**config.mk**
```make
export PLATFORM = sky130hd
export DESIGN_NAME = ppm_pixel_port
export DESIGN_NICKNAME = d
export VERILOG_FILES = /design/src/ppm_pkg.sv /design/src/ppm_pixel_port.sv /design/src/ppm_strobe_gen.sv /design/src/ppm_wb_regs.sv
export VERILOG_INCLUDE_DIRS = /design/src
export SDC_FILE = /design/constraint.sdc
export NUM_CORES = 1
export LEC_CHECK = 0
export BUFFER_PORTS_ARGS = -buffer_cell sky130_fd_sc_hd__clkbuf_2
export CORE_ASPECT_RATIO = 0.8
export CORE_MARGIN = 5
export CORE_UTILIZATION = 48
export CTS_CLUSTER_DIAMETER = 40
export DETAILED_ROUTE_END_ITERATION = 10
export MAX_ROUTING_LAYER = met4
export PLACE_DENSITY = 0.75
export SYNTH_ARGS = -nofsm -noshare
export SYNTH_HDL_FRONTEND = slang
export SYNTH_SLANG_ARGS = --single-unit
```
**constraint.sdc**
```tcl
create_clock -name clk_i -period 1.55 [get_ports clk_i]
set_input_delay 0.0775 -clock clk_i [delete_from_list [all_inputs] [get_ports clk_i]]
set_output_delay 0.0775 -clock clk_i [all_outputs]
set_load 0.01 [all_outputs]
```
**src/ppm_cfg.svh**
```systemverilog
`ifndef PPM_CFG_SVH
`define PPM_CFG_SVH
`define PPM_ADR_CTRL 8'h00
`define PPM_ADR_CAL 8'h04
`define PPM_ADR_STAT 8'h08
`define PPM_CTRL_MUX_LO 0
`define PPM_CTRL_MUX_HI 1
`define PPM_CTRL_GRN_ENC 2
`define PPM_CTRL_TOUT_EN 3
`define PPM_CTRL_CAL_FRAME 4
`define PPM_CTRL_MATCH_LO 5
`define PPM_CTRL_MATCH_HI 6
`define PPM_CTRL_DIV_LO 7
`define PPM_CTRL_DIV_HI 8
`define PPM_CTRL_FMT_LO 9
`define PPM_CTRL_FMT_HI 10
`define PPM_CTRL_W 11
`define PPM_CTRL_RST 11'h002
`define PPM_CAL_STEP1 0
`define PPM_CAL_STEP2 1
`define PPM_LOAD_PHASE_RST 2'h1
`define PPM_DIV_CNT_RST 5'h1F
`define PPM_MASK_24 24'hFF_FFFF
`define PPM_MASK_15 24'hF8_F8F8
`define PPM_MASK_8 24'h00_00FF
`define PPM_PIX_W 24
`define PPM_LANES 4
`endif

```
**src/ppm_pkg.sv**
```systemverilog
package ppm_pkg;
  typedef enum logic [1:0] {PPM_MUX_1TO1, PPM_MUX_2TO1, PPM_MUX_4TO1, PPM_MUX_4TO1_ALT} ppm_mux_t;
  typedef enum logic [1:0] {PPM_FMT_24, PPM_FMT_15, PPM_FMT_8, PPM_FMT_8_ALT} ppm_fmt_t;
  typedef enum logic [1:0] {PPM_CAL_IDLE, PPM_CAL_STEP, PPM_CAL_ARMED} ppm_cal_t;
endpackage : ppm_pkg

```
**src/ppm_pixel_port.sv**
```systemverilog
// Functional notes
// - Colour inputs are captured on each rising edge of the latch strobe.
// - Sync, blank and palette select are captured on that same strobe edge.
// - After capture, pixels move through the pipeline on the pixel clock.
// - Strobe must be frequency locked only; any phase against the clock works.
// - Strobe output frequency follows the selected multiplex rate automatically.
// - Blank forces blanking level, sync forces sync level, per pixel.
// - Green sync encoding is on only while the encode bit is one.
// - Enabled timing pulse output carries the same delay as pixel data.
// - Each pixel's two select bits must equal the match code to select.
// - A non-matching pixel forces all three colour outputs to zero.
// - Select bits are demultiplexed exactly like the colour data.
// - Ninety-six colour inputs form four 24-bit pixel words.
// - 24-bit, 15-bit and 8-bit formats work in every multiplex mode.
// - In 1:1 mode the strobe is the pixel clock; data taken every cycle.
// - In 1:1 mode the clock still makes divided clock; strobe out is held high.
// - The port runs from reset with only the pixel clock applied.
// - A two-bit multiplex field selects the rate and strobe frequency.
// - Missed strobe timing costs extra delay: four, two or zero clocks.
// - Calibration runs on step one then step two, or each frame.
//
// The placing of the registers and the Wishbone register port were decided locally.
`timescale 1ns/1ps
`default_nettype none
`include "ppm_cfg.svh"
module ppm_pixel_port (
  input wire logic clk_i,
  input wire logic rst_i,
  input wire logic wb_cyc_i,
  input wire logic wb_stb_i,
  input wire logic wb_we_i,
  input wire logic [7:0] wb_adr_i,
  input wire logic [3:0] wb_sel_i,
  input wire logic [31:0] wb_dat_i,
  output logic [31:0] wb_dat_o,
  output logic wb_ack_o,
  input wire logic pixel_latch_strobe_in_i,
  input wire logic [95:0] pixel_color_i,
  input wire logic [3:0] pixel_sync_n_i,
  input wire logic [3:0] pixel_blank_n_i,
  input wire logic [7:0] palette_select_in_i,
  input wire logic vertical_sync_i,
  output logic latch_strobe_out_o,
  output logic divided_clock_out_o,
  output logic timing_pulse_out_n_o,
  output logic [23:0] pix_data_o,
  output logic pix_valid_o,
  output logic pix_blank_o,
  output logic pix_green_sync_o,
  output logic pix_dac_off_o
);
  import ppm_pkg::*;

  logic [`PPM_CTRL_W-1:0] ctrl;
  logic cal_step1;
  logic cal_step2;
  ppm_mux_t mux;
  ppm_fmt_t fmt;
  logic is1;
  logic is2;
  logic is4;
  logic green_enc;
  logic tout_en;
  logic cal_frame;
  logic [1:0] match_code;
  logic [1:0] phase;
  logic [2:0] ratio;
  logic [23:0] fmt_mask;

  logic strobe_q;
  logic vsync_q;
  logic take;
  logic vs_rise;
  logic [95:0] cap_color;
  logic [3:0] cap_sync_n;
  logic [3:0] cap_blank_n;
  logic [7:0] cap_ps;
  logic cap_full;
  logic [3:0] lane_sel;
  logic load_now;

  logic [95:0] sh_color;
  logic [3:0] sh_sync_n;
  logic [3:0] sh_blank_n;
  logic [3:0] sh_sel;
  logic [2:0] sh_left;
  logic [95:0] base_color;
  logic [3:0] base_sync_n;
  logic [3:0] base_blank_n;
  logic [3:0] base_sel;
  logic [2:0] next_left;

  logic src_valid;
  logic [23:0] src_color;
  logic src_sync_n;
  logic src_blank_n;
  logic src_sel;

  ppm_cal_t cal_state;
  ppm_cal_t next_cal_state;
  logic [1:0] load_phase;
  logic [1:0] next_load_phase;
  logic calibrated;
  logic cal_done;

  ppm_wb_regs u_regs (
    .clk_i(clk_i),
    .rst_i(rst_i),
    .wb_cyc_i(wb_cyc_i),
    .wb_stb_i(wb_stb_i),
    .wb_we_i(wb_we_i),
    .wb_adr_i(wb_adr_i),
    .wb_sel_i(wb_sel_i),
    .wb_dat_i(wb_dat_i),
    .wb_dat_o(wb_dat_o),
    .wb_ack_o(wb_ack_o),
    .status_i({cal_state != PPM_CAL_IDLE, load_phase, calibrated}),
    .ctrl_o(ctrl),
    .cal_step1_o(cal_step1),
    .cal_step2_o(cal_step2)
  );

  // The strobe divider runs from reset, so loop-back works with no setup.
  ppm_strobe_gen u_strobe (
    .clk_i(clk_i),
    .rst_i(rst_i),
    .mux_i(mux),
    .div_sel_i(ctrl[`PPM_CTRL_DIV_HI:`PPM_CTRL_DIV_LO]),
    .phase_o(phase),
    .latch_strobe_out_o(latch_strobe_out_o),
    .divided_clock_out_o(divided_clock_out_o)
  );

  assign mux = ppm_mux_t'(ctrl[`PPM_CTRL_MUX_HI:`PPM_CTRL_MUX_LO]);
  assign fmt = ppm_fmt_t'(ctrl[`PPM_CTRL_FMT_HI:`PPM_CTRL_FMT_LO]);
  assign is1 = mux == PPM_MUX_1TO1;
  assign is2 = mux == PPM_MUX_2TO1;
  assign is4 = ~is1 & ~is2;
  assign green_enc = ctrl[`PPM_CTRL_GRN_ENC];
  assign tout_en = ctrl[`PPM_CTRL_TOUT_EN];
  assign cal_frame = ctrl[`PPM_CTRL_CAL_FRAME];
  assign match_code = ctrl[`PPM_CTRL_MATCH_HI:`PPM_CTRL_MATCH_LO];
  assign ratio = is4 ? 3'h4 : is2 ? 3'h2 : 3'h1;
  // Narrow formats keep only the bits that the palette index uses.
  assign fmt_mask = (fmt == PPM_FMT_24) ? `PPM_MASK_24 :
                    (fmt == PPM_FMT_15) ? `PPM_MASK_15 : `PPM_MASK_8;

  // In 1:1 the strobe is the clock itself, so every cycle carries a new pixel.
  assign take = is1 | (pixel_latch_strobe_in_i & ~strobe_q);
  assign vs_rise = vertical_sync_i & ~vsync_q;

  always_ff @(posedge clk_i) begin
    if (rst_i) begin
      strobe_q <= 1'b0;
      vsync_q <= 1'b0;
    end else begin
      strobe_q <= pixel_latch_strobe_in_i;
      vsync_q <= vertical_sync_i;
    end
  end

  always_ff @(posedge clk_i) begin
    if (rst_i) begin
      cap_color <= 96'h0000_0000_0000_0000_0000_0000;
      cap_sync_n <= 4'hF;
      cap_blank_n <= 4'hF;
      cap_ps <= 8'h00;
    end else if (take) begin
      cap_color <= pixel_color_i;
      cap_sync_n <= pixel_sync_n_i;
      cap_blank_n <= pixel_blank_n_i;
      cap_ps <= palette_select_in_i;
    end
  end

  // A fresh capture sets the flag even in the cycle that drains the old word.
  always_ff @(posedge clk_i) begin
    if (rst_i) begin
      cap_full <= 1'b0;
    end else begin
      cap_full <= take | (cap_full & ~load_now);
    end
  end

  for (genvar k = 0; k < `PPM_LANES; k++) begin : g_lane
    assign lane_sel[k] = cap_ps[2*k+1:2*k] == match_code;
  end

  // The word moves to the serializer only in its calibrated slot, or in the next cycle in 1:1 mode;
  // a strobe that lands just after the slot waits a full word time, which is the extra delay.
  assign load_now = cap_full & (is1 | (phase == load_phase));

  assign base_color = load_now ? cap_color : sh_color;
  assign base_sync_n = load_now ? cap_sync_n : sh_sync_n;
  assign base_blank_n = load_now ? cap_blank_n : sh_blank_n;
  assign base_sel = load_now ? lane_sel : sh_sel;
  assign next_left = load_now ? ratio - 3'h1 : (sh_left != 3'h0) ? sh_left - 3'h1 : 3'h0;

  assign src_valid = load_now | (sh_left != 3'h0);
  assign src_color = base_color[23:0];
  assign src_sync_n = base_sync_n[0];
  assign src_blank_n = base_blank_n[0];
  assign src_sel = base_sel[0];

  always_ff @(posedge clk_i) begin
    if (rst_i) begin
      sh_color <= 96'h0000_0000_0000_0000_0000_0000;
      sh_sync_n <= 4'hF;
      sh_blank_n <= 4'hF;
      sh_sel <= 4'h0;
      sh_left <= 3'h0;
    end else begin
      sh_color <= {24'h00_0000, base_color[95:24]};
      sh_sync_n <= {1'b1, base_sync_n[3:1]};
      sh_blank_n <= {1'b1, base_blank_n[3:1]};
      sh_sel <= {1'b0, base_sel[3:1]};
      sh_left <= next_left;
    end
  end

  // Sync and blank ride the same stage as the pixel so their delay matches.
  always_ff @(posedge clk_i) begin
    if (rst_i) begin
      pix_valid_o <= 1'b0;
      pix_data_o <= 24'h00_0000;
      pix_blank_o <= 1'b0;
      pix_green_sync_o <= 1'b0;
      pix_dac_off_o <= 1'b0;
      timing_pulse_out_n_o <= 1'b1;
    end else begin
      pix_valid_o <= src_valid;
      pix_data_o <= (src_valid & src_sel) ? (src_color & fmt_mask) : 24'h00_0000;
      pix_blank_o <= src_valid & src_sel & ~src_blank_n;
      pix_green_sync_o <= src_valid & src_sel & green_enc & ~src_sync_n;
      pix_dac_off_o <= src_valid & ~src_sel;
      if (~tout_en) begin
        timing_pulse_out_n_o <= 1'b1;
      end else if (src_valid) begin
        timing_pulse_out_n_o <= src_sync_n;
      end
    end
  end

  assign cal_done = (cal_state == PPM_CAL_ARMED) & (is1 | (pixel_latch_strobe_in_i & ~strobe_q));
  assign next_load_phase = is2 ? {1'b0, ~phase[0]} : phase + 2'h1;

  always_comb begin
    next_cal_state = cal_state;
    case (cal_state)
      PPM_CAL_IDLE: begin
        if (cal_frame & vs_rise) begin
          next_cal_state = PPM_CAL_ARMED;
        end else if (cal_step1) begin
          next_cal_state = PPM_CAL_STEP;
        end
      end
      PPM_CAL_STEP: begin
        if (cal_step2) begin
          next_cal_state = PPM_CAL_ARMED;
        end
      end
      PPM_CAL_ARMED: begin
        if (cal_done) begin
          next_cal_state = PPM_CAL_IDLE;
        end
      end
      default: begin
        next_cal_state = PPM_CAL_IDLE;
      end
    endcase
  end

  // Calibration places the load slot one clock after the observed strobe edge.
  always_ff @(posedge clk_i) begin
    if (rst_i) begin
      cal_state <= PPM_CAL_IDLE;
      load_phase <= `PPM_LOAD_PHASE_RST;
      calibrated <= 1'b0;
    end else begin
      cal_state <= next_cal_state;
      if (cal_done) begin
        load_phase <= is1 ? 2'h0 : next_load_phase;
        calibrated <= 1'b1;
      end
    end
  end

  AST_CAPTURE: assert property (@(posedge clk_i) disable iff (rst_i)
    (pixel_latch_strobe_in_i && !strobe_q) |=> (cap_color == $past(pixel_color_i)))
    else $error("Colour word not captured on strobe edge.");

  AST_CTRL_ALIGN: assert property (@(posedge clk_i) disable iff (rst_i)
    (pixel_latch_strobe_in_i && !strobe_q) |=>
      (cap_sync_n == $past(pixel_sync_n_i) && cap_blank_n == $past(pixel_blank_n_i)
       && cap_ps == $past(palette_select_in_i)))
    else $error("Control bits not captured with colour word.");

  AST_ORDER: assert property (@(posedge clk_i) disable iff (rst_i)
    (load_now && is4) |=> (sh_color[23:0] == $past(cap_color[47:24]) && sh_left == 3'h3))
    else $error("Second lane not next in serializer.");

  AST_STROBE_RATE: assert property (@(posedge clk_i) disable iff (rst_i)
    ($rose(latch_strobe_out_o) && is4 && $past(is4)) ##1 is4[*4] |-> $rose(latch_strobe_out_o))
    else $error("Strobe out period wrong in 4:1 mode.");

  AST_BLANK: assert property (@(posedge clk_i) disable iff (rst_i)
    (src_valid && src_sel && !src_blank_n) |=> (pix_blank_o && pix_valid_o))
    else $error("Blank pixel not forced to blank level.");

  AST_GREEN_OFF: assert property (@(posedge clk_i) disable iff (rst_i)
    !green_enc |=> !pix_green_sync_o)
    else $error("Green sync encoded while encode bit is zero.");

  AST_TIMING_OUT: assert property (@(posedge clk_i) disable iff (rst_i)
    (tout_en && src_valid) |=> (timing_pulse_out_n_o == $past(src_sync_n)))
    else $error("Timing pulse out not aligned with pixel.");

  AST_DESELECT: assert property (@(posedge clk_i) disable iff (rst_i)
    (src_valid && !src_sel) |=> (pix_dac_off_o && pix_data_o == 24'h00_0000 && !pix_blank_o
                                 && !pix_green_sync_o))
    else $error("Unselected pixel not shut down.");

  AST_ONE2ONE: assert property (@(posedge clk_i) disable iff (rst_i)
    is1 ##1 is1 |=> pix_valid_o)
    else $error("1:1 mode did not emit a pixel each clock.");

  AST_CALIBRATE: assert property (@(posedge clk_i) disable iff (rst_i)
    cal_done |=> (calibrated && cal_state == PPM_CAL_IDLE))
    else $error("Calibration did not complete.");

  AST_STROBE_RATE_2TO1: assert property (@(posedge clk_i) disable iff (rst_i)
    ($rose(latch_strobe_out_o) && is2 && $past(is2)) ##1 is2[*2] |-> $rose(latch_strobe_out_o))
    else $error("Strobe out period wrong in 2:1 mode.");

  AST_ORDER_2TO1: assert property (@(posedge clk_i) disable iff (rst_i)
    (load_now && is2) |=> (sh_color[23:0] == $past(cap_color[47:24]) && sh_left == 3'h1))
    else $error("Second lane not next in 2:1 mode.");

  AST_GREEN_ON: assert property (@(posedge clk_i) disable iff (rst_i)
    (src_valid && src_sel && green_enc && !src_sync_n) |=> pix_green_sync_o)
    else $error("Green sync missing while encode bit is one.");

  AST_TIMING_OFF: assert property (@(posedge clk_i) disable iff (rst_i)
    !tout_en |=> timing_pulse_out_n_o)
    else $error("Timing pulse out active while disabled.");

  AST_IDLE_ZERO: assert property (@(posedge clk_i) disable iff (rst_i)
    !src_valid |=> (!pix_valid_o && pix_data_o == 24'h00_0000 && !pix_blank_o && !pix_green_sync_o
                    && !pix_dac_off_o))
    else $error("Idle pixel stage not at zero.");
endmodule : ppm_pixel_port
`default_nettype wire

```
**src/ppm_strobe_gen.sv**
```systemverilog
`timescale 1ns/1ps
`default_nettype none
`include "ppm_cfg.svh"
module ppm_strobe_gen (
  input wire logic clk_i,
  input wire logic rst_i,
  input wire ppm_pkg::ppm_mux_t mux_i,
  input wire logic [1:0] div_sel_i,
  output logic [1:0] phase_o,
  output logic latch_strobe_out_o,
  output logic divided_clock_out_o
);
  import ppm_pkg::*;
  logic [4:0] cnt;
  logic [4:0] next_cnt;
  logic next_strobe;
  logic next_div;
  assign next_cnt = cnt + 5'h01;
  // Both outputs rise when the low counter bits wrap, so their rising edges coincide.
  assign next_strobe = (mux_i == PPM_MUX_2TO1) ? ~next_cnt[0] :
                       (mux_i == PPM_MUX_1TO1) ? 1'b1 : ~next_cnt[1];
  // The index is widened so that the slowest divider setting does not wrap onto bit zero.
  assign next_div = ~next_cnt[{1'b0, div_sel_i} + 3'h1];
  assign phase_o = (mux_i == PPM_MUX_2TO1) ? {1'b0, cnt[0]} :
                   (mux_i == PPM_MUX_1TO1) ? 2'h0 : cnt[1:0];
  always_ff @(posedge clk_i) begin
    if (rst_i) begin
      // All ones matches the low outputs held in reset, so the first high phase after release is a full one.
      cnt <= `PPM_DIV_CNT_RST;
      latch_strobe_out_o <= 1'b0;
      divided_clock_out_o <= 1'b0;
    end else begin
      cnt <= next_cnt;
      latch_strobe_out_o <= next_strobe;
      divided_clock_out_o <= next_div;
    end
  end
endmodule : ppm_strobe_gen
`default_nettype wire

```
**src/ppm_wb_regs.sv**
```systemverilog
`timescale 1ns/1ps
`default_nettype none
`include "ppm_cfg.svh"
module ppm_wb_regs (
  input wire logic clk_i,
  input wire logic rst_i,
  input wire logic wb_cyc_i,
  input wire logic wb_stb_i,
  input wire logic wb_we_i,
  input wire logic [7:0] wb_adr_i,
  input wire logic [3:0] wb_sel_i,
  input wire logic [31:0] wb_dat_i,
  output logic [31:0] wb_dat_o,
  output logic wb_ack_o,
  input wire logic [3:0] status_i,
  output logic [`PPM_CTRL_W-1:0] ctrl_o,
  output logic cal_step1_o,
  output logic cal_step2_o
);
  import ppm_pkg::*;
  logic req;
  logic wr;
  logic hit_ctrl;
  logic hit_cal;
  logic hit_stat;
  logic [31:0] next_rdat;
  assign req = wb_cyc_i & wb_stb_i;
  // Writes land on the edge where the master sees ack, as the bus expects.
  assign wr = req & wb_we_i & wb_ack_o;
  assign hit_ctrl = wb_adr_i == `PPM_ADR_CTRL;
  assign hit_cal = wb_adr_i == `PPM_ADR_CAL;
  assign hit_stat = wb_adr_i == `PPM_ADR_STAT;
  assign next_rdat = hit_ctrl ? {21'h00_0000, ctrl_o} :
                     hit_stat ? {28'h000_0000, status_i} : 32'h0000_0000;
  assign cal_step1_o = wr & hit_cal & wb_sel_i[0] & wb_dat_i[`PPM_CAL_STEP1];
  assign cal_step2_o = wr & hit_cal & wb_sel_i[0] & wb_dat_i[`PPM_CAL_STEP2];
  always_ff @(posedge clk_i) begin
    if (rst_i) begin
      wb_ack_o <= 1'b0;
      wb_dat_o <= 32'h0000_0000;
      ctrl_o <= `PPM_CTRL_RST;
    end else begin
      wb_ack_o <= req & ~wb_ack_o;
      if (req & ~wb_ack_o) begin
        wb_dat_o <= next_rdat;
      end
      if (wr & hit_ctrl & wb_sel_i[0]) begin
        ctrl_o[7:0] <= wb_dat_i[7:0];
      end
      if (wr & hit_ctrl & wb_sel_i[1]) begin
        ctrl_o[`PPM_CTRL_W-1:8] <= wb_dat_i[`PPM_CTRL_W-1:8];
      end
    end
  end
endmodule : ppm_wb_regs
`default_nettype wire

```
After elaboration in Yosys (flattened, before gate mapping) --
Index checks and enable logic that the tools add are counted.
Word-level totals: bits in registers 311, input bits 163, output and inout bits 64, word-level logic and storage cells 129
Operators by class: add/sub/neg operators 5, order comparisons 1, eq/ne operators 14, multiplexer cells 25, bitwise operators 43, reductions and logical operators 9
Operators with widths (number):
- $mux W96 | 1
- $mux W24 | 2
- $mux W32 | 1
- $and A24 B24 Y24 | 1
- $and A1 B1 Y1 | 23
- $mux W2 | 9
- $mux W4 | 4
- $not A1 Y1 | 15
- $eq A2 B2 Y1 | 5
- $mux W3 | 3
- $eq A8 B3 Y1 const B | 1
- $eq A8 B4 Y1 const B | 1
- $logic_not A8 Y1 | 1
- $eq A2 B1 Y1 const B | 3
- $logic_not A2 Y1 | 3
- $pmux W2 S3 | 1
- $sub A3 B1 Y3 const B | 2
- $add A5 B1 Y5 const B | 1
- $lt A3 B4 Y1 const B | 1
- $ne A2 B2 Y1 const B | 2
- $or A1 B1 Y1 | 4
- $reduce_or A2 Y1 | 2
- $add A2 B1 Y3 const B | 1
- $bmux W1 S3 | 1
- 7 further kinds | 9

Logic depth before layout (Yosys ltp) --
word-level depth 10, mapped depth 9

Hierarchy --
A second synthesis with hierarchy kept.
Unflattened totals: cells, all modules 1117, area total of the unflattened synthesis 10048.4 um^2
Modules (own cells, without submodules):
- ppm_pixel_port | times used 1, cells each 957, area an instance 8509.4 um^2, seq. area each 4664.5 um^2
- ppm_wb_regs | times used 1, cells each 129, area an instance 1217.4 um^2, seq. area each 460.4 um^2
- ppm_strobe_gen | times used 1, cells each 31, area an instance 321.6 um^2, seq. area each 140.1 um^2

Worst setup path after synthesis --
No wires, ideal clock.
path type register to register, start point reg u_regs.ctrl_o[1], end point reg pix_data_o[11], setup time 115 ps, arrival time 1599 ps, data required time 1435 ps, setup slack -164 ps, cell stages (with the launch flop) 8, period minus slack after synthesis 1714 ps, cell sequence dfxtp_1 buf_6 and3b_4 o41a_1 buf_6 mux2i_4 buf_6 a21oi_2
Between the ends: longest elaborated chain between the ends 10, elaborated cells on any way between the ends 14, classes of those cells 2 x eq/ne; 4 x mux; 6 x bitwise; 2 x reduce/logical
RTL lines:
- start, declared | RTL line ppm_wb_regs.sv:16 | output logic [`PPM_CTRL_W-1:0] ctrl_o,
- start signal, assigned | RTL line ppm_wb_regs.sv:41 | ctrl_o <= `PPM_CTRL_RST;
- start signal, assigned | RTL line ppm_wb_regs.sv:48 | ctrl_o[7:0] <= wb_dat_i[7:0];
- start signal, assigned by index | RTL line ppm_wb_regs.sv:51 | ctrl_o[`PPM_CTRL_W-1:8] <= wb_dat_i[`PPM_CTRL_W-1:8];
- $logic_not A2 Y1 | RTL line ppm_pixel_port.sv:136, ppm_strobe_gen.sv:25
- $mux W2 | RTL line ppm_strobe_gen.sv:25 | (mux_i == PPM_MUX_1TO1) ? 2'h0 : cnt[1:0];
- $mux W2 | RTL line ppm_strobe_gen.sv:24 | assign phase_o = (mux_i == PPM_MUX_2TO1) ? {1'b0, cnt[0]} :
- $eq A2 B2 Y1 | RTL line ppm_pixel_port.sv:191 | assign load_now = cap_full & (is1 | (phase == load_phase));
- $or A1 B1 Y1 * | RTL line ppm_pixel_port.sv:191
- $and A1 B1 Y1 * | RTL line ppm_pixel_port.sv:191
- $or A1 B1 Y1 / $mux W4 (equally long branches) | RTL line ppm_pixel_port.sv:199, ppm_pixel_port.sv:196
- $and A1 B1 Y1 | RTL line ppm_pixel_port.sv:232 | pix_data_o <= (src_valid & src_sel) ? (src_color & fmt_mask) : 24'h00_0000;
- $not A1 Y1 (no source line)
- $reduce_or A2 Y1 (no source line)
- end signal, assigned | RTL line ppm_pixel_port.sv:232
- end, declared | RTL line ppm_pixel_port.sv:46 | output logic [23:0] pix_data_o,
Every way passes the cells marked *; elsewhere a longest branch is shown, timed or not. A chain may end at the register's enable or synchronous reset.

Worst setup path after layout --
start point reg u_regs.ctrl_o[1], end point reg pix_data_o[21]
Same word-level chain as after synthesis.

==> summary.md <==
| Metric | Value |
|---|---|
| Outcome | complete, but fails checks |
| Failing checks | negative setup slack |
| TritonCTS Sinks | 263 |
| Hold Crit Start | wb_adr_i[4] |
| Number of distinct library cells after synthesis | 54 |
| Clk_skew | 0.0189 ns |
| Finished Layout Cells | 1790 |
| Rows | 46 |
| Drt drc | 0 |
| 1st-iter DRT viols | around 1100 |
| Synth Area in Compound Gates | between 10% and 20% |
| Post-synth EDFFs | 0 |
| MaxCap Viol Count | 0 |
| Port bufs | between 150 and 200 |
| Pleak | 0.00641 uW |
| GRT Overall Usage | 25.2% |
| Synthesis-stage register bit count | 263 |
| Min-Delay Path Class | input port to flop |
| Adder-cell area share of the yosys netlist | 0.518% |
| Fin util | 76.6% |
| First-pass GRT wire length | 46100 um |
| Placed cell area | 11100 um2 |
| Synthesized area | roughly 9700 um2 |
| Most common cell after layout, fill and taps aside | nand2_1 |
| Fmax | approximately 0.55 GHz |
| Io pins | roughly 230 |
| Relative slew slack | 60.6% |
| Total gr overflow | 0 |
| Post-synthesis mux area share | between 2 and 2.5% |
| Fin. Hold Viols | 0 |
| P_sw | between 4000 and 5000 uW |
| Fraction of layout cells with a size suffix above 1 | 35.6% |
| Tcrit/Tclk final | 117% |
| Tmin final | 1.81 ns |
| Initial antenna violation count | 2 |
| Clk root buf | clkbuf_16 |
| Number of synthesis warnings | 0 |
| Reg clk slew, reported paths | roughly 0.060 ns |
| # nets final | 1668 |
| Final setup viols | between 200 and 250 |
| CTS tree | done |
| Critical path class | flop to flop |
| Die H | 137 um |
| Vias/cell | 5.47 |
| Pwr dens | 1100 nW/um2 |
| Largest net degree at the start of global routing | 105 |
| PnR worst setup slack | -0.260 ns |
| Reg2reg setup slack | -0.26 ns |
| DRT antenna net count | 0 |
| Die W | 169 um |
| Initial Utilization | 48.8% |
| Most frequent cells in the layout | 282 x nand2_1, 257 x dfxtp_1, 181 x clkbuf_2 |
| DRT Wirelength | between 30000 and 40000 um |
| Routed vias | around 9800 |
| Worst EP required | 2.03 ns |
| GPL Wtd Cong | 0.868 |
| Worst-case reg-to-reg path depth | 8 |
| RSZ-0062 raised after global routing | true |
| Post-synth top flop | dfxtp_1 |
| Combinational power share | 12.3% |
| Xor/xnor share of the synthesized area | around 1.3% |
| Final HPWL DP | 17600 um |
| Vias in the first global route | 8943 |
| Slew @ Worst Pin | between 0.5 and 0.6 ns |
| Synth Instances | 1137 |
| FF-to-FF End | pix_data_o[21] |
| Min-Delay Endpoint | u_regs.wb_dat_o[0] |
| CTS Buf Count | 30 |
| Switching part of the total power | 25.1% |
| Sequential area share after synthesis | 54.5% |
| Maximum clock insertion buffer count | 3 |
| Critical path arrival | 2.29 ns |
| Wire length per cell | 20.3 um |
| Avg Inst Size Synth | 8.50 um2 |
| Inst Count DP | approximately 1600 |
| Clock latency on the worst-skew pair | 0.55 ns |
| Clock network power share | ~44% |
| Setup Total Neg Slack | -40.01 ns |
| Crit-path max FO | 8 |
| Synthesis-to-finish area growth | 57.0% |
| H-tree lvl count | 1 |
| Drt first pass iters | 8 |
| Proportion of power drawn by flip-flops and latches | a little over two fifths |
| Ys async rst share | 0% |
| Internal Power | about 12000 uW |
| Worst VDD drop | 0.925 mV |
| WHS Path Cells | 5 |
| Critical path launch point type | flop |
| Post-Synth Simple-Gate Area | 22.8% |
| CP endpoint kind | flop |
| Core area | ~20000 um2 |
| Main combinational cell family by area after synthesis | simple AND/OR/NAND/NOR gates |
| R2R Path Start | u_regs.ctrl_o[1] |
| Final-report max-slew violation count | 0 |
| Die ar. | 23100 um2 |
| Post-route cell area | about 15000 um2 |
==> worst max-delay path by stage <==
stage                           startpoint        endpoint  slack [ns]  cells past startpoint
final                     u_regs.ctrl_o[1]  pix_data_o[21]       -0.26                      8
after global routing      u_regs.ctrl_o[1]    sh_color[24]       -0.31                      8
after CTS                    load_phase[0]    sh_color[43]       -0.18                      7
after detailed placement     load_phase[0]    sh_color[22]       -0.25                      6
after global placement       load_phase[0]    sh_color[28]       -0.21                      6
after floorplan            u_strobe.cnt[0]  pix_data_o[11]       -0.09                      6
==> sequential cells by signal, summed over array words and instances (netlist names), 2 cells and up, named ones only <==
name and flops:
load_phase 2, sh_color 72, cap_color 96, sh_sync_n 3, sh_left 2, u_regs.ctrl_o 11
cal_state 2, pix_data_o 24, u_regs.wb_dat_o 11, cap_sync_n 4, u_strobe.cnt 5, sh_blank_n 3
cap_ps 8, sh_sel 3, cap_blank_n 4
==> cell usage after synthesis, types with 7 or more instances <==
master    number  share of area [%]
dfxtp_1      263                 55
a21oi_1      174                9.0
and3_1        25                1.6
a21oi_2       10               0.91
inv_1          8               0.31
nand2_1      378                 15
xor2_1         7               0.63
nor2_1        19               0.74
clkbuf_1      51                2.0
buf_2         22                1.1
mux2i_1       17                1.8
a22oi_1        8               0.62
nand2b_1       7               0.45
nand3_1       23                1.2
nor3_1         9               0.47
o21ai_0        9               0.47
buf_4         24                1.9
==> routing by layer <==
metal  track usage [%]  wire (um)  part of all wire [%]  vias up
met4              7.80       1670                   4.6        0
li1                  -          -                     -     4444
met1              33.5      14300                    39     4592
met3              3.58       3040                   8.4      144
met5                 -          0                     0        -
met2              40.3      17300                    48      612
==> layout make-up <==
cell class	count	area (um2)
Sequential cell	263	5280
Multi-Input combinational cell	783	4740
Fill cell	1148	4630
Timing Repair Buffer	415	3730
Clock buffer	39	856
Tap cell	264	330
Clock inverter	16	196
Inverter	8	30.0
Antenna cell	2	5.00
==> cell families (layout without fill, tap and decap cells) <==
kind of cell	count (synthesis)	count (layout)
mux	19	19
compound gates	218	218
other cells	1	23
fa+ha+maj	4	4
xor+xnor	13	13
buf+inv	112	478
flops	263	263
simple gates	507	508
==> worst max-delay path: stages (launching register included) <==
cell and delay, ns:
dfxtp_4 0.36, and3b_4 0.19, buf_6 0.12, o41ai_4 0.31, buf_4 0.20, clkbuf_16 0.16, clkbuf_16 0.17, nand2_1 0.08
a21oi_2 0.15
==> what timing repair did <==
action,CTS,global route
endpoints found under the hold margin,134,3
gates cloned,2,29
pin swaps,12,35
hold buffers,131,1
endpoints found under the setup margin,118,206
gates resized for setup,41,216
setup buffers,3,12
==> metrics by stage <==
step	setup slack, ns	hold WS [ns]	power (uW)
floorplan	-0.0950	0.202	8000
global placement	-0.210	0.288	8420
detailed placement	-0.251	0.291	8450
CTS	-0.182	0.00127	16000
global route	-0.308	0.0716	17100
finish	-0.260	0.0790	16600
==> power by group through the flow <==
stage	logic (uW)	registers (uW)	clock network, uW
2_1_floorplan	748	7250	0
3_3_place_gp	1150	7280	0
3_5_place_dp	1170	7280	0
4_1_cts	1490	7140	7340
5_1_grt	2160	7220	7720
6_report	2050	7200	7390
(Power assumes the default switching activity.)
